## src/rtl/dlrc_pkg.sv

```systemverilog
/*
 * package for the display link receiver control block: register offsets,
 * field positions, reset values, codes and symbol constants.
 * assumes a 32-bit apb slave and a 125 mhz system clock.
 */
package dlrc_pkg;

	// ************************************************************
	// register map
	// ************************************************************
	localparam logic [11:0] CTL_OFF       = 12'h000;
	localparam logic [11:0] STAT_OFF      = 12'h004;
	localparam logic [31:0] CTL_RESET     = 32'h0000_0040;

	// ************************************************************
	// field positions
	// ************************************************************
	localparam int RX_ON_BIT      = 31;
	localparam int LANE_HI        = 21;
	localparam int LANE_LO        = 19;
	localparam int DEPTH_HI       = 18;
	localparam int DEPTH_LO       = 16;
	localparam int FLIP_BIT       = 15;
	localparam int STRAP_BIT      = 14;
	localparam int PLL_BIT        = 13;
	localparam int SYNC_BIT       = 11;
	localparam int TRAIN_BIT      = 10;
	localparam int PAT_HI         = 9;
	localparam int PAT_LO         = 8;
	localparam int FRAME_BIT      = 6;
	localparam int CLKSRC_BIT     = 4;
	localparam logic [31:0] CTL_WMASK = 32'h803f_af50;

	// ************************************************************
	// codes and symbols
	// ************************************************************
	localparam logic [1:0] PAT_ONE    = 2'h0;
	localparam logic [1:0] PAT_TWO    = 2'h1;
	localparam logic [1:0] PAT_IDLE   = 2'h2;
	localparam logic [1:0] PAT_NORMAL = 2'h3;
	localparam logic [3:0] PAT2_LEN   = 4'ha;
	localparam logic [3:0] IDLE_REPS  = 4'h5;
	localparam logic [8:0] SYM_D10_2  = 9'h04a;
	localparam logic [8:0] SYM_D11_6  = 9'h0cb;
	localparam logic [8:0] SYM_K28_5  = 9'h1bc;
	localparam logic [8:0] SYM_BS     = 9'h1bc;
	localparam logic [8:0] SYM_VBID   = 9'h008;

	typedef struct packed {
		logic [2:0] lanes;
		logic       auto_train;
		logic       framing;
	} dlrc_lock_type;

	typedef struct packed {
		logic       rx_on;
		logic [2:0] depth;
	} dlrc_vb_type;

	typedef enum logic [1:0] {
		ST_OFF  = 2'b00,
		ST_P2   = 2'b01,
		ST_IDLE = 2'b10,
		ST_RUN  = 2'b11
	} dlrc_state_type;

endpackage : dlrc_pkg

```

## src/rtl/dlrc_top.sv

```systemverilog
/*
 * control register bank and training symbol source of the link receiver.
 * assumes apb master, vertical blank pulse and strap level on sys_clk.
 */
// Decided for this implementation: the register addresses and register access over APB.
module dlrc_top (
	input  wire logic        sys_clk,         // 125 mhz clock
	input  wire logic        sys_rst,         // sync reset, high
	input  wire logic        psel,            // apb select
	input  wire logic        penable,         // apb enable
	input  wire logic        pwrite,          // apb direction
	input  wire logic [11:0] paddr,           // apb byte address
	input  wire logic [31:0] pwdata,          // apb write data
	output logic      [31:0] prdata,          // apb read data
	output logic             pready,          // apb ready
	output logic             pslverr,         // apb error
	input  wire logic        vblank,          // vertical blank pulse
	input  wire logic        strap_reversed,  // host link reversal strap
	input  wire logic        other_flip,      // override from other receivers
	input  wire logic        other_pll,       // pll enable from other receivers
	input  wire logic        other_clksrc,    // clock source from other receivers
	input  wire logic        other_links_on,  // any other link enabled
	output logic             rx_enabled,      // receiver active
	output logic [2:0]       lanes_active,    // applied lane count code
	output logic [3:0]       lane_enables,    // per lane enable
	output logic [2:0]       depth_active,    // applied color depth code
	output logic             lane_flip,       // lane order reversed
	output logic             link_pll_run,    // link pll on
	output logic             composite_sync,  // composite sync chosen
	output logic             auto_train,      // applied auto training
	output logic             framing,         // applied enhanced framing
	output logic             clk_fast,        // fast display clock chosen
	output logic [8:0]       tx_symbol,       // training symbol, msb is k
	output logic             no_video_flag,   // idle vb-id flag
	output logic             scramble_init    // scrambler/disparity init pulse
);

	// ************************************************************
	// bus decode
	// ************************************************************
	logic [31:0] ctl_r;
	logic [31:0] ctl_nxt;
	dlrc_pkg::dlrc_lock_type lock_r;
	dlrc_pkg::dlrc_vb_type   vb_r;
	logic        flip_r;
	logic        strap_r;
	dlrc_pkg::dlrc_state_type st_r;
	dlrc_pkg::dlrc_state_type st_nxt;
	logic [3:0]  idx_r;
	logic [3:0]  idx_nxt;
	logic [3:0]  reps_r;
	logic [3:0]  reps_nxt;
	logic [8:0]  sym_r;
	logic [8:0]  sym_nxt;
	logic        init_r;
	logic        init_nxt;
	logic        novid_r;

	wire access   = psel && penable;
	wire hit_ctl  = paddr == dlrc_pkg::CTL_OFF;
	wire hit_stat = paddr == dlrc_pkg::STAT_OFF;
	wire wr_ctl   = access && pwrite && hit_ctl;
	wire port_on  = vb_r.rx_on;
	wire links_off = !port_on && !other_links_on;
	wire [1:0] pat_sel = ctl_r[dlrc_pkg::PAT_HI:dlrc_pkg::PAT_LO];

	assign pready  = 1'b1;
	assign pslverr = access && !(hit_ctl || hit_stat);

	// ************************************************************
	// control register
	// ************************************************************
	always_comb begin
		ctl_nxt = ctl_r;
		if (wr_ctl) begin
			ctl_nxt = pwdata & dlrc_pkg::CTL_WMASK;
			if (!links_off) begin
				ctl_nxt[dlrc_pkg::FLIP_BIT] = ctl_r[dlrc_pkg::FLIP_BIT];
			end
		end
	end

	always_ff @(posedge sys_clk) begin
		if (sys_rst) begin
			ctl_r <= dlrc_pkg::CTL_RESET;
		end else begin
			ctl_r <= ctl_nxt;
		end
	end

	// readback shows written copy; strap status is the strap level registered one cycle earlier
	always_comb begin
		prdata = 32'h0000_0000;
		if (hit_ctl) begin
			prdata = ctl_r;
			prdata[dlrc_pkg::STRAP_BIT] = strap_r;
		end else if (hit_stat) begin
			prdata = {25'h000_0000, st_r, lock_r.lanes, lock_r.auto_train, lock_r.framing};
		end
	end

	// ************************************************************
	// applied copies
	// ************************************************************
	always_ff @(posedge sys_clk) begin
		if (sys_rst) begin
			lock_r  <= '{lanes: 3'h0, auto_train: 1'b0, framing: 1'b1};
			vb_r    <= '{rx_on: 1'b0, depth: 3'h0};
			flip_r  <= 1'b0;
			strap_r <= 1'b0;
		end else begin
			strap_r <= strap_reversed;
			if (!port_on) begin
				lock_r.lanes      <= ctl_r[dlrc_pkg::LANE_HI:dlrc_pkg::LANE_LO];
				lock_r.auto_train <= ctl_r[dlrc_pkg::TRAIN_BIT];
				lock_r.framing    <= ctl_r[dlrc_pkg::FRAME_BIT];
			end
			if (links_off) begin
				flip_r <= ctl_r[dlrc_pkg::FLIP_BIT] || other_flip;
			end
			if (vblank) begin
				vb_r.rx_on <= ctl_r[dlrc_pkg::RX_ON_BIT];
				vb_r.depth <= ctl_r[dlrc_pkg::DEPTH_HI:dlrc_pkg::DEPTH_LO];
			end
		end
	end

	// ************************************************************
	// derived outputs
	// ************************************************************
	assign rx_enabled     = vb_r.rx_on;
	assign lanes_active   = lock_r.lanes;
	assign lane_enables   = !port_on ? 4'h0 :
		(lock_r.lanes == 3'h0) ? 4'h1 :
		(lock_r.lanes == 3'h1) ? 4'h3 :
		(lock_r.lanes == 3'h2) ? 4'h7 :
		(lock_r.lanes == 3'h3) ? 4'hf : 4'h0;
	assign depth_active   = vb_r.depth;
	assign lane_flip      = strap_r ^ flip_r;
	assign link_pll_run   = ctl_r[dlrc_pkg::PLL_BIT] || other_pll;
	assign composite_sync = ctl_r[dlrc_pkg::SYNC_BIT];
	assign auto_train     = lock_r.auto_train;
	assign framing        = lock_r.framing;
	assign clk_fast       = ctl_r[dlrc_pkg::CLKSRC_BIT] || other_clksrc;
	assign tx_symbol      = sym_r;
	assign no_video_flag  = novid_r;
	assign scramble_init  = init_r;

	// ************************************************************
	// training symbol sequencer
	// ************************************************************
	function automatic logic [8:0] p2_sym(input logic [3:0] i);
		case (i)
			4'h0, 4'h2: p2_sym = dlrc_pkg::SYM_K28_5;
			4'h1, 4'h3: p2_sym = dlrc_pkg::SYM_D11_6;
			default:    p2_sym = dlrc_pkg::SYM_D10_2;
		endcase
	endfunction : p2_sym

	wire p2_last = idx_r == dlrc_pkg::PAT2_LEN - 4'h1;

	always_comb begin
		st_nxt   = st_r;
		idx_nxt  = idx_r;
		reps_nxt = reps_r;
		sym_nxt  = dlrc_pkg::SYM_D10_2;
		init_nxt = 1'b0;
		case (st_r)
			dlrc_pkg::ST_OFF: begin
				idx_nxt = 4'h0;
				if (port_on && pat_sel == dlrc_pkg::PAT_TWO) begin
					st_nxt = dlrc_pkg::ST_P2;
				end else if (port_on && pat_sel == dlrc_pkg::PAT_IDLE) begin
					st_nxt   = dlrc_pkg::ST_IDLE;
					reps_nxt = 4'h0;
				end else if (port_on && pat_sel == dlrc_pkg::PAT_NORMAL) begin
					st_nxt = dlrc_pkg::ST_RUN;
				end
				sym_nxt = dlrc_pkg::SYM_D10_2;
			end
			dlrc_pkg::ST_P2: begin
				sym_nxt = p2_sym(idx_r);
				idx_nxt = p2_last ? 4'h0 : idx_r + 4'h1;
				if (p2_last && (pat_sel != dlrc_pkg::PAT_TWO || !port_on)) begin
					init_nxt = 1'b1;
					st_nxt   = dlrc_pkg::ST_OFF;
				end
			end
			dlrc_pkg::ST_IDLE: begin
				sym_nxt = idx_r[0] ? dlrc_pkg::SYM_VBID : dlrc_pkg::SYM_BS;
				idx_nxt = {3'h0, ~idx_r[0]};
				if (idx_r[0]) begin
					reps_nxt = reps_r + 4'h1;
				end
				if (idx_r[0] && reps_r == dlrc_pkg::IDLE_REPS - 4'h1) begin
					st_nxt = dlrc_pkg::ST_OFF;
				end
			end
			dlrc_pkg::ST_RUN: begin
				sym_nxt = 9'h000;
				if (!port_on || pat_sel != dlrc_pkg::PAT_NORMAL) begin
					st_nxt = dlrc_pkg::ST_OFF;
				end
			end
			default: st_nxt = dlrc_pkg::ST_OFF;
		endcase
	end

	always_ff @(posedge sys_clk) begin
		if (sys_rst) begin
			st_r    <= dlrc_pkg::ST_OFF;
			idx_r   <= 4'h0;
			reps_r  <= 4'h0;
			sym_r   <= dlrc_pkg::SYM_D10_2;
			init_r  <= 1'b0;
			novid_r <= 1'b0;
		end else begin
			st_r    <= st_nxt;
			idx_r   <= idx_nxt;
			reps_r  <= reps_nxt;
			sym_r   <= sym_nxt;
			init_r  <= init_nxt;
			novid_r <= st_r == dlrc_pkg::ST_IDLE && idx_r[0];
		end
	end

	// ************************************************************
	// checks
	// ************************************************************
	a_lanes_locked: assert property (@(posedge sys_clk) disable iff (sys_rst)
		port_on && $past(port_on) |-> $stable(lock_r.lanes))
		else $error("lane count changed while port enabled");

	a_depth_vblank: assert property (@(posedge sys_clk) disable iff (sys_rst)
		!$past(vblank) |-> $stable(vb_r.depth))
		else $error("color depth changed outside vertical blank");

	a_flip_ignored: assert property (@(posedge sys_clk) disable iff (sys_rst)
		wr_ctl && !links_off |=> $stable(ctl_r[dlrc_pkg::FLIP_BIT]))
		else $error("override written while link enabled");

	a_pll_or: assert property (@(posedge sys_clk) disable iff (sys_rst)
		other_pll |-> link_pll_run)
		else $error("pll not running on other enable");

	a_p2_order: assert property (@(posedge sys_clk) disable iff (sys_rst)
		st_r == dlrc_pkg::ST_P2 && idx_r == 4'h0 |=> sym_r == dlrc_pkg::SYM_K28_5 ##1
		sym_r == dlrc_pkg::SYM_D11_6)
		else $error("pattern 2 order wrong");

	a_init_end: assert property (@(posedge sys_clk) disable iff (sys_rst)
		init_r |-> $past(st_r) == dlrc_pkg::ST_P2 && $past(p2_last))
		else $error("init pulse outside pattern 2 end");

	a_framing_rst: assert property (@(posedge sys_clk)
		$past(sys_rst) && !sys_rst |-> ctl_r[dlrc_pkg::FRAME_BIT] && lock_r.framing)
		else $error("framing reset value wrong");

	a_clk_or: assert property (@(posedge sys_clk) disable iff (sys_rst)
		other_clksrc |-> clk_fast)
		else $error("clock source not ored");

	a_rx_vblank: assert property (@(posedge sys_clk) disable iff (sys_rst)
		!$past(vblank) |-> $stable(rx_enabled))
		else $error("receiver enable changed outside vertical blank");

	// ************************************************************
	// register and lane checks
	// ************************************************************
	a_lanes_one: assert property (@(posedge sys_clk) disable iff (sys_rst)
		port_on && lock_r.lanes == 3'h0 |-> lane_enables == 4'h1)
		else $error("one lane code gives wrong enables");

	a_lanes_two: assert property (@(posedge sys_clk) disable iff (sys_rst)
		port_on && lock_r.lanes == 3'h1 |-> lane_enables == 4'h3)
		else $error("two lane code gives wrong enables");

	a_lanes_three: assert property (@(posedge sys_clk) disable iff (sys_rst)
		port_on && lock_r.lanes == 3'h2 |-> lane_enables == 4'h7)
		else $error("three lane code gives wrong enables");

	a_lanes_four: assert property (@(posedge sys_clk) disable iff (sys_rst)
		port_on && lock_r.lanes == 3'h3 |-> lane_enables == 4'hf)
		else $error("four lane code gives wrong enables");

	a_lanes_rsvd: assert property (@(posedge sys_clk) disable iff (sys_rst)
		port_on && lock_r.lanes[2] |-> lane_enables == 4'h0)
		else $error("reserved lane code enables lanes");

	a_lanes_off: assert property (@(posedge sys_clk) disable iff (sys_rst)
		!port_on |-> lane_enables == 4'h0)
		else $error("lanes enabled while receiver off");

	a_train_locked: assert property (@(posedge sys_clk) disable iff (sys_rst)
		port_on && $past(port_on) |-> $stable(lock_r.auto_train))
		else $error("auto training changed while port enabled");

	a_frame_locked: assert property (@(posedge sys_clk) disable iff (sys_rst)
		port_on && $past(port_on) |-> $stable(lock_r.framing))
		else $error("framing changed while port enabled");

	a_lock_follow: assert property (@(posedge sys_clk) disable iff (sys_rst)
		!port_on |=> lock_r.lanes == $past(ctl_r[dlrc_pkg::LANE_HI:dlrc_pkg::LANE_LO]))
		else $error("applied lane count not loaded while port off");

	a_ctl_pending: assert property (@(posedge sys_clk) disable iff (sys_rst)
		wr_ctl |=> ctl_r[dlrc_pkg::LANE_HI:dlrc_pkg::LANE_LO] == $past(pwdata[dlrc_pkg::LANE_HI:dlrc_pkg::LANE_LO]))
		else $error("written lane count not kept");

	a_strap_read: assert property (@(posedge sys_clk) disable iff (sys_rst)
		hit_ctl && !$past(sys_rst) |-> prdata[dlrc_pkg::STRAP_BIT] == $past(strap_reversed))
		else $error("strap status readback wrong");

	a_sync_write: assert property (@(posedge sys_clk) disable iff (sys_rst)
		wr_ctl |=> composite_sync == $past(pwdata[dlrc_pkg::SYNC_BIT]))
		else $error("sync select not taken from write");

	a_pll_write: assert property (@(posedge sys_clk) disable iff (sys_rst)
		wr_ctl && pwdata[dlrc_pkg::PLL_BIT] |=> link_pll_run)
		else $error("pll not running after enable write");

	a_clk_write: assert property (@(posedge sys_clk) disable iff (sys_rst)
		wr_ctl && pwdata[dlrc_pkg::CLKSRC_BIT] |=> clk_fast)
		else $error("fast clock not chosen after write");

	a_depth_load: assert property (@(posedge sys_clk) disable iff (sys_rst)
		vblank |=> depth_active == $past(ctl_r[dlrc_pkg::DEPTH_HI:dlrc_pkg::DEPTH_LO]))
		else $error("color depth not loaded at vertical blank");

	a_rx_load: assert property (@(posedge sys_clk) disable iff (sys_rst)
		vblank |=> rx_enabled == $past(ctl_r[dlrc_pkg::RX_ON_BIT]))
		else $error("receiver enable not loaded at vertical blank");

	a_flip_load: assert property (@(posedge sys_clk) disable iff (sys_rst)
		links_off |=> flip_r == ($past(ctl_r[dlrc_pkg::FLIP_BIT]) || $past(other_flip)))
		else $error("lane order override not ored");

	// ************************************************************
	// symbol sequencer checks
	// ************************************************************
	a_pat1_sym: assert property (@(posedge sys_clk) disable iff (sys_rst)
		st_r == dlrc_pkg::ST_OFF |=> tx_symbol == dlrc_pkg::SYM_D10_2)
		else $error("pattern 1 symbol wrong");

	a_p2_tail: assert property (@(posedge sys_clk) disable iff (sys_rst)
		st_r == dlrc_pkg::ST_P2 && idx_r > 4'h3 |=> tx_symbol == dlrc_pkg::SYM_D10_2)
		else $error("pattern 2 tail symbol wrong");

	a_p2_stay: assert property (@(posedge sys_clk) disable iff (sys_rst)
		st_r == dlrc_pkg::ST_P2 && !p2_last |=> st_r == dlrc_pkg::ST_P2)
		else $error("pattern 2 left before its end");

	a_p2_idx: assert property (@(posedge sys_clk) disable iff (sys_rst)
		st_r == dlrc_pkg::ST_P2 |-> idx_r < dlrc_pkg::PAT2_LEN)
		else $error("pattern 2 index out of range");

	a_init_pulse: assert property (@(posedge sys_clk) disable iff (sys_rst)
		init_r |=> !init_r)
		else $error("init pulse longer than one cycle");

	a_idle_bs: assert property (@(posedge sys_clk) disable iff (sys_rst)
		st_r == dlrc_pkg::ST_IDLE && !idx_r[0] |=> tx_symbol == dlrc_pkg::SYM_BS && !no_video_flag)
		else $error("idle blank start symbol wrong");

	a_idle_vbid: assert property (@(posedge sys_clk) disable iff (sys_rst)
		st_r == dlrc_pkg::ST_IDLE && idx_r[0] |=> tx_symbol == dlrc_pkg::SYM_VBID && no_video_flag)
		else $error("idle vb-id symbol or flag wrong");

	a_idle_reps: assert property (@(posedge sys_clk) disable iff (sys_rst)
		st_r == dlrc_pkg::ST_IDLE |-> reps_r < dlrc_pkg::IDLE_REPS)
		else $error("idle repeat count overran");

	a_run_sym: assert property (@(posedge sys_clk) disable iff (sys_rst)
		st_r == dlrc_pkg::ST_RUN |=> tx_symbol == 9'h000)
		else $error("normal data symbol wrong");

endmodule : dlrc_top

```

## config.mk

```make
export PLATFORM = sky130hd
export DESIGN_NAME = dlrc_top
export DESIGN_NICKNAME = d
export VERILOG_FILES = /design/src/rtl/dlrc_pkg.sv /design/src/rtl/dlrc_top.sv
export SDC_FILE = /design/constraint.sdc
export NUM_CORES = 1
export LEC_CHECK = 0
export ABC_AREA = 0
export BUFFER_PORTS_ARGS = -buffer_cell sky130_fd_sc_hd__buf_2
export CAP_MARGIN = 10
export CORE_MARGIN = 2
export CORE_UTILIZATION = 41
export DETAILED_ROUTE_END_ITERATION = 16
export GPL_TIMING_DRIVEN = 0
export HOLD_SLACK_MARGIN = 0.03
export PLACE_DENSITY = 0.73
export SYNTH_ARGS = -nofsm -noshare
export SYNTH_HDL_FRONTEND = slang
export SYNTH_SLANG_ARGS = --single-unit
```

## constraint.sdc

```tcl
create_clock -name sys_clk -period 1.7 [get_ports sys_clk]
set_input_delay 0.085 -clock sys_clk [delete_from_list [all_inputs] [get_ports sys_clk]]
set_output_delay 0.085 -clock sys_clk [all_outputs]
set_load 0.03 [all_outputs]
```

Yosys cells after proc, flatten, opt, wreduce, memory -nomap -nowiden
Cells that the tools add are included.

cells by class
  reductions and logical operators = 32
  bitwise logic cells = 3
  add/sub/neg operators = 2
  muxes and demuxes = 24
  equality and inequality tests = 24

operators by type and width
  cell                                             count
  2-to-1 mux 4 bit                                 9
  case mux 9 bit (4 select lines)                  1
  2-to-1 mux 32 bit                                1
  case mux 9 bit (2 select lines)                  1
  != test 2 bit (second input constant)            7
  == test 12 x 3 -> 1 bit (second input constant)  1
  zero test 12 bit                                 1
  2-to-1 mux 2 bit                                 6
  case mux 4 bit (3 select lines)                  1
  logical AND 1 bit                                11
  2-to-1 mux 9 bit                                 1
  adder 4 x 1 -> 4 bit (second input constant)     2
  == test 2 bit (second input constant)            4
  == test 4 x 2 -> 1 bit (second input constant)   2
  case mux 2 bit (4 select lines)                  1
  case mux 4 bit (2 select lines)                  1
  AND reduction 4 bit                              2
  2-to-1 mux 7 bit                                 1
  == test 3 x 2 -> 1 bit (second input constant)   2
  logical OR 1 bit                                 6
  OR reduction 2 bit                               3
  == test 2 x 1 -> 1 bit (second input constant)   2
  == test 4 x 1 -> 1 bit (second input constant)   1
  == test 4 x 3 -> 1 bit (second input constant)   1
  other kinds (14)                                 17

word-level totals
  bits in registers = 47
  logic and storage cells = 100
  output and inout port bits = 62
  bits of input ports = 55

Depth between registers and ports, before layout
  depth after elaboration = 6
  mapped depth = 7
  mapped depth without buffers = 6

Least setup slack after synthesis
No wires, ideal clock.

  kind = input to output
  start = input paddr[11]
  end = output prdata[4]
  arrival time = 1.659 ns
  required time = 1.615 ns
  path buffers = 0
  cell stages on the path = 2
  setup slack = -0.044 ns
  cells stage by stage = or4_1 nor4_1

between the ends
  word-level cells in the longest chain between the ends = 3
  elaborated cells on any way between the ends = 4
  those cells by class = eq/ne (1); mux (2); reduce/logical (1)

RTL lines
  element                  RTL line        source
  from (decl)              dlrc_top.sv:12  input wire logic [11:0] paddr,
  == test 12 x 3 -> 1 bit  dlrc_top.sv:61  wire hit_stat = paddr == dlrc_pkg::STAT_OFF;
  2-to-1 mux 7 bit         dlrc_top.sv:97  end else if (hit_stat) begin
  2-to-1 mux 32 bit *      dlrc_top.sv:94  if (hit_ctl) begin
  to (decl)                dlrc_top.sv:14  output logic [31:0] prdata,

Every way passes the cells marked *; elsewhere a longest branch is shown, timed or not.

Final worst setup path
  start = input paddr[8]
  end = output prdata[20]

between the ends
  word-level cells in the longest chain between the ends = 2

RTL lines
  element            RTL line        source
  zero test 12 bit   dlrc_top.sv:60  wire hit_ctl = paddr == dlrc_pkg::CTL_OFF;
  2-to-1 mux 32 bit  dlrc_top.sv:94

Every way passes these cells.

==> out/metrics.cfg <==
[yosys]
synth_edf_count=0
synth_area_per_cell_um2=8.56
ys_warn_count=0
synth_commonest_cells=dfxtp_1 (43), a21oi_1 (20), nor2_1 (19)
yosys.area.top_type_share=0.384
netlist_instances=262
yosysSeqAreaShare=0.384
synth.distinct_cells=47
synthArstFlopShare=0
synth-seq-cells=43
syn_area_um2=2240
synth_largest_area_cell=dfxtp_1
synth.most_common_cell=dfxtp_1
synth_ff_type=dfxtp_1
synthTopCellsByArea=dfxtp_1 (38%), buf_4 (5.4%), a21oi_1 (4.5%)

[clock_tree]
cts_tree=done
max-clock-path-buffers=2
clock_sinks=43
clk_latency_ps=290
clkSlewWorstSetupHoldPaths_ps=90
cts_buffers=5
clockRootBuffer=clkbuf_8
cts_max_level=2

[status]
outcome=complete, no violations

[place]
hpwl_mm=4.22
routabilityCongestion=0.804
io_buffers=84

[worst_setup_path]
worstReg2RegStart=st_r[1]
endpoint_kind=output pin
cp-start-kind=input port
crit_fanout=6
cp-startpoint=paddr[8]
cp.arrival_ps=1600
criticalPathCategory=input port to output pin
crit_required_ps=1620

[floorplan]
start_util=0.431
row_count=26
core_area_um2=5200
die_h_um=78.0
dieArea_um2=6080
die_w_um=78.0
ios=117

[detailed_routing]
drtPass1Iterations=4
vias_per_cell=5.14
vias=2265
antenna_left=0
wl_per_cell_um=13.5
drtIter0Drc=130
drc_errors=0
wl_mm=5.94

[global_route]
grt_overflow=0
grt_pass1_wl_mm=9.43
grt_use_total=0.193
grt_pass1_vias=2107
antenna_found_initial=0
grt_max_degree=14

[layout]
nNetsFinal=432
antennaDiodeCount=0
drive_above_1_share=0.402
area_delta_synth_final_pct=36.2

[timing]
fin_skew_ps=8.55
relSlewSlack=0.605
slew_viol_final=0
holdWs_ps=38.8
finalHoldViolCount=0
fin_crit_ps=1690
rsz0062_at_grt=yes
worst_pin_slew_ps=592
max_freq_mhz=593
fin_crit_sh=0.991
finalSetupViolCount=0

[power_and_ir_drop]
ir_drop_uv=402
finalPower_w=0.00229
p_per_area_nw_per_um2=751
p_leak_nw=1.40

[hold_path]
hold_class=input port to register
min_from=pwdata[19]

[flow_run]
max_cap_violations=0

==> cells in the final DEF, fill, tap and decap left out, types with 7 or more instances in the layout <==
cell and n:
o21ai_1 10, nand3_1 18, nor2_1 19, mux2i_1 10, buf_6 10, conb_1 12
dfxtp_1 40, buf_4 23, o21ai_0 8, clkbuf_1 11, buf_2 75, and3_1 7
and2_1 11, a21oi_1 19
==> cell type report <==
| type | count | area [um^2] |
|---|---|---|
| well taps | 70 | 87.6 |
| repair buffers | 93 | 538 |
| multi-input cells | 189 | 1250 |
| plain buffers | 32 | 211 |
| clock inverters | 2 | 12.5 |
| inverters | 6 | 22.5 |
| clock buffers | 6 | 72.6 |
| flip-flops and latches | 43 | 865 |
| fillers | 492 | 2150 |
==> worst paths after layout <==
check | cells past startpoint | slack (ps) | to
hold reg to reg | 2 | 490 | flip_r
hold / removal | 3 | 40 | ctl_r[19]
setup reg to reg | 6 | 80 | reps_r[2]
setup / recovery | 7 | 10 | prdata[20]
==> per-stage QoR <==
| stage | cell area, um^2 | setup TNS [ps] | utilization | setup WS (ps) | cells |
|---|---|---|---|---|---|
| 2_1_floorplan | 2280 | -88.3 | - | -44.2 | 272 |
| 3_3_place_gp | 2790 | -5330 | 0.536 | -259 | 426 |
| 3_5_place_dp | 2790 | -5600 | 0.536 | -255 | 426 |
| 4_1_cts | 2960 | 0 | 0.568 | 1.38 | 437 |
| 5_1_grt | 3060 | -207 | 0.587 | -52.3 | 441 |
| 6_report | 3060 | 0 | 0.587 | 14.6 | 441 |
==> power breakdown <==
part / leakage, nW / switching [W] / internal, W / total, W
Sequential: 0.349 / 0.0000280 / 0.00104 / 0.00107
Clock: 0.0412 / 0.000355 / 0.000288 / 0.000643
Combinational: 1.01 / 0.000352 / 0.000232 / 0.000585
==> logic make-up after synthesis <==
family          count (synthesis)  share of synthesized area
flops                          43                      0.384
other cells                     2                    0.00335
compound gates                 53                      0.142
fa+ha+maj                       7                     0.0390
buf+inv                        40                      0.101
simple gates                  100                      0.254
xor+xnor                        3                     0.0117
mux                            14                     0.0647
==> state kept, by name, indices dropped and copies added (netlist names) <==
register	cells
idx_r	4
no_video_flag	1
st_r	2
auto_train	1
framing	1
tx_symbol	5
rx_enabled	1
ctl_r	15
lanes_active	3
strap_r	1
reps_r	4
depth_active	3
scramble_init	1
flip_r	1
==> critical path: stages <==
cell    delay (ps)
buf_6           90
or4_4          580
nor4_4         310
buf_4          160
buf_6          110
and2_4         140
buf_6          120
==> repair_timing <==
action / CTS / global route
resized for setup: 17 / 30
hold buffers: 2 / 0
setup buffers: 2 / 4
endpoints found under the setup margin: 23 / 20
cloned: 0 / 1
hold endpoints to repair: 2 / 0
pin swaps: 2 / 5
==> layer usage <==
metal | vias to the layer above | share of wire | wire (um) | track usage
li1 | 1101 | - | - | -
met1 | 1070 | 0.44 | 2630 | 0.239
met2 | 88 | 0.49 | 2900 | 0.324
met3 | 6 | 0.058 | 344 | 0.0360
met4 | 0 | 0.011 | 68 | 0.0842
met5 | - | 0 | 0 | 0
No activity file was read; power rests on OpenSTA's default activity.
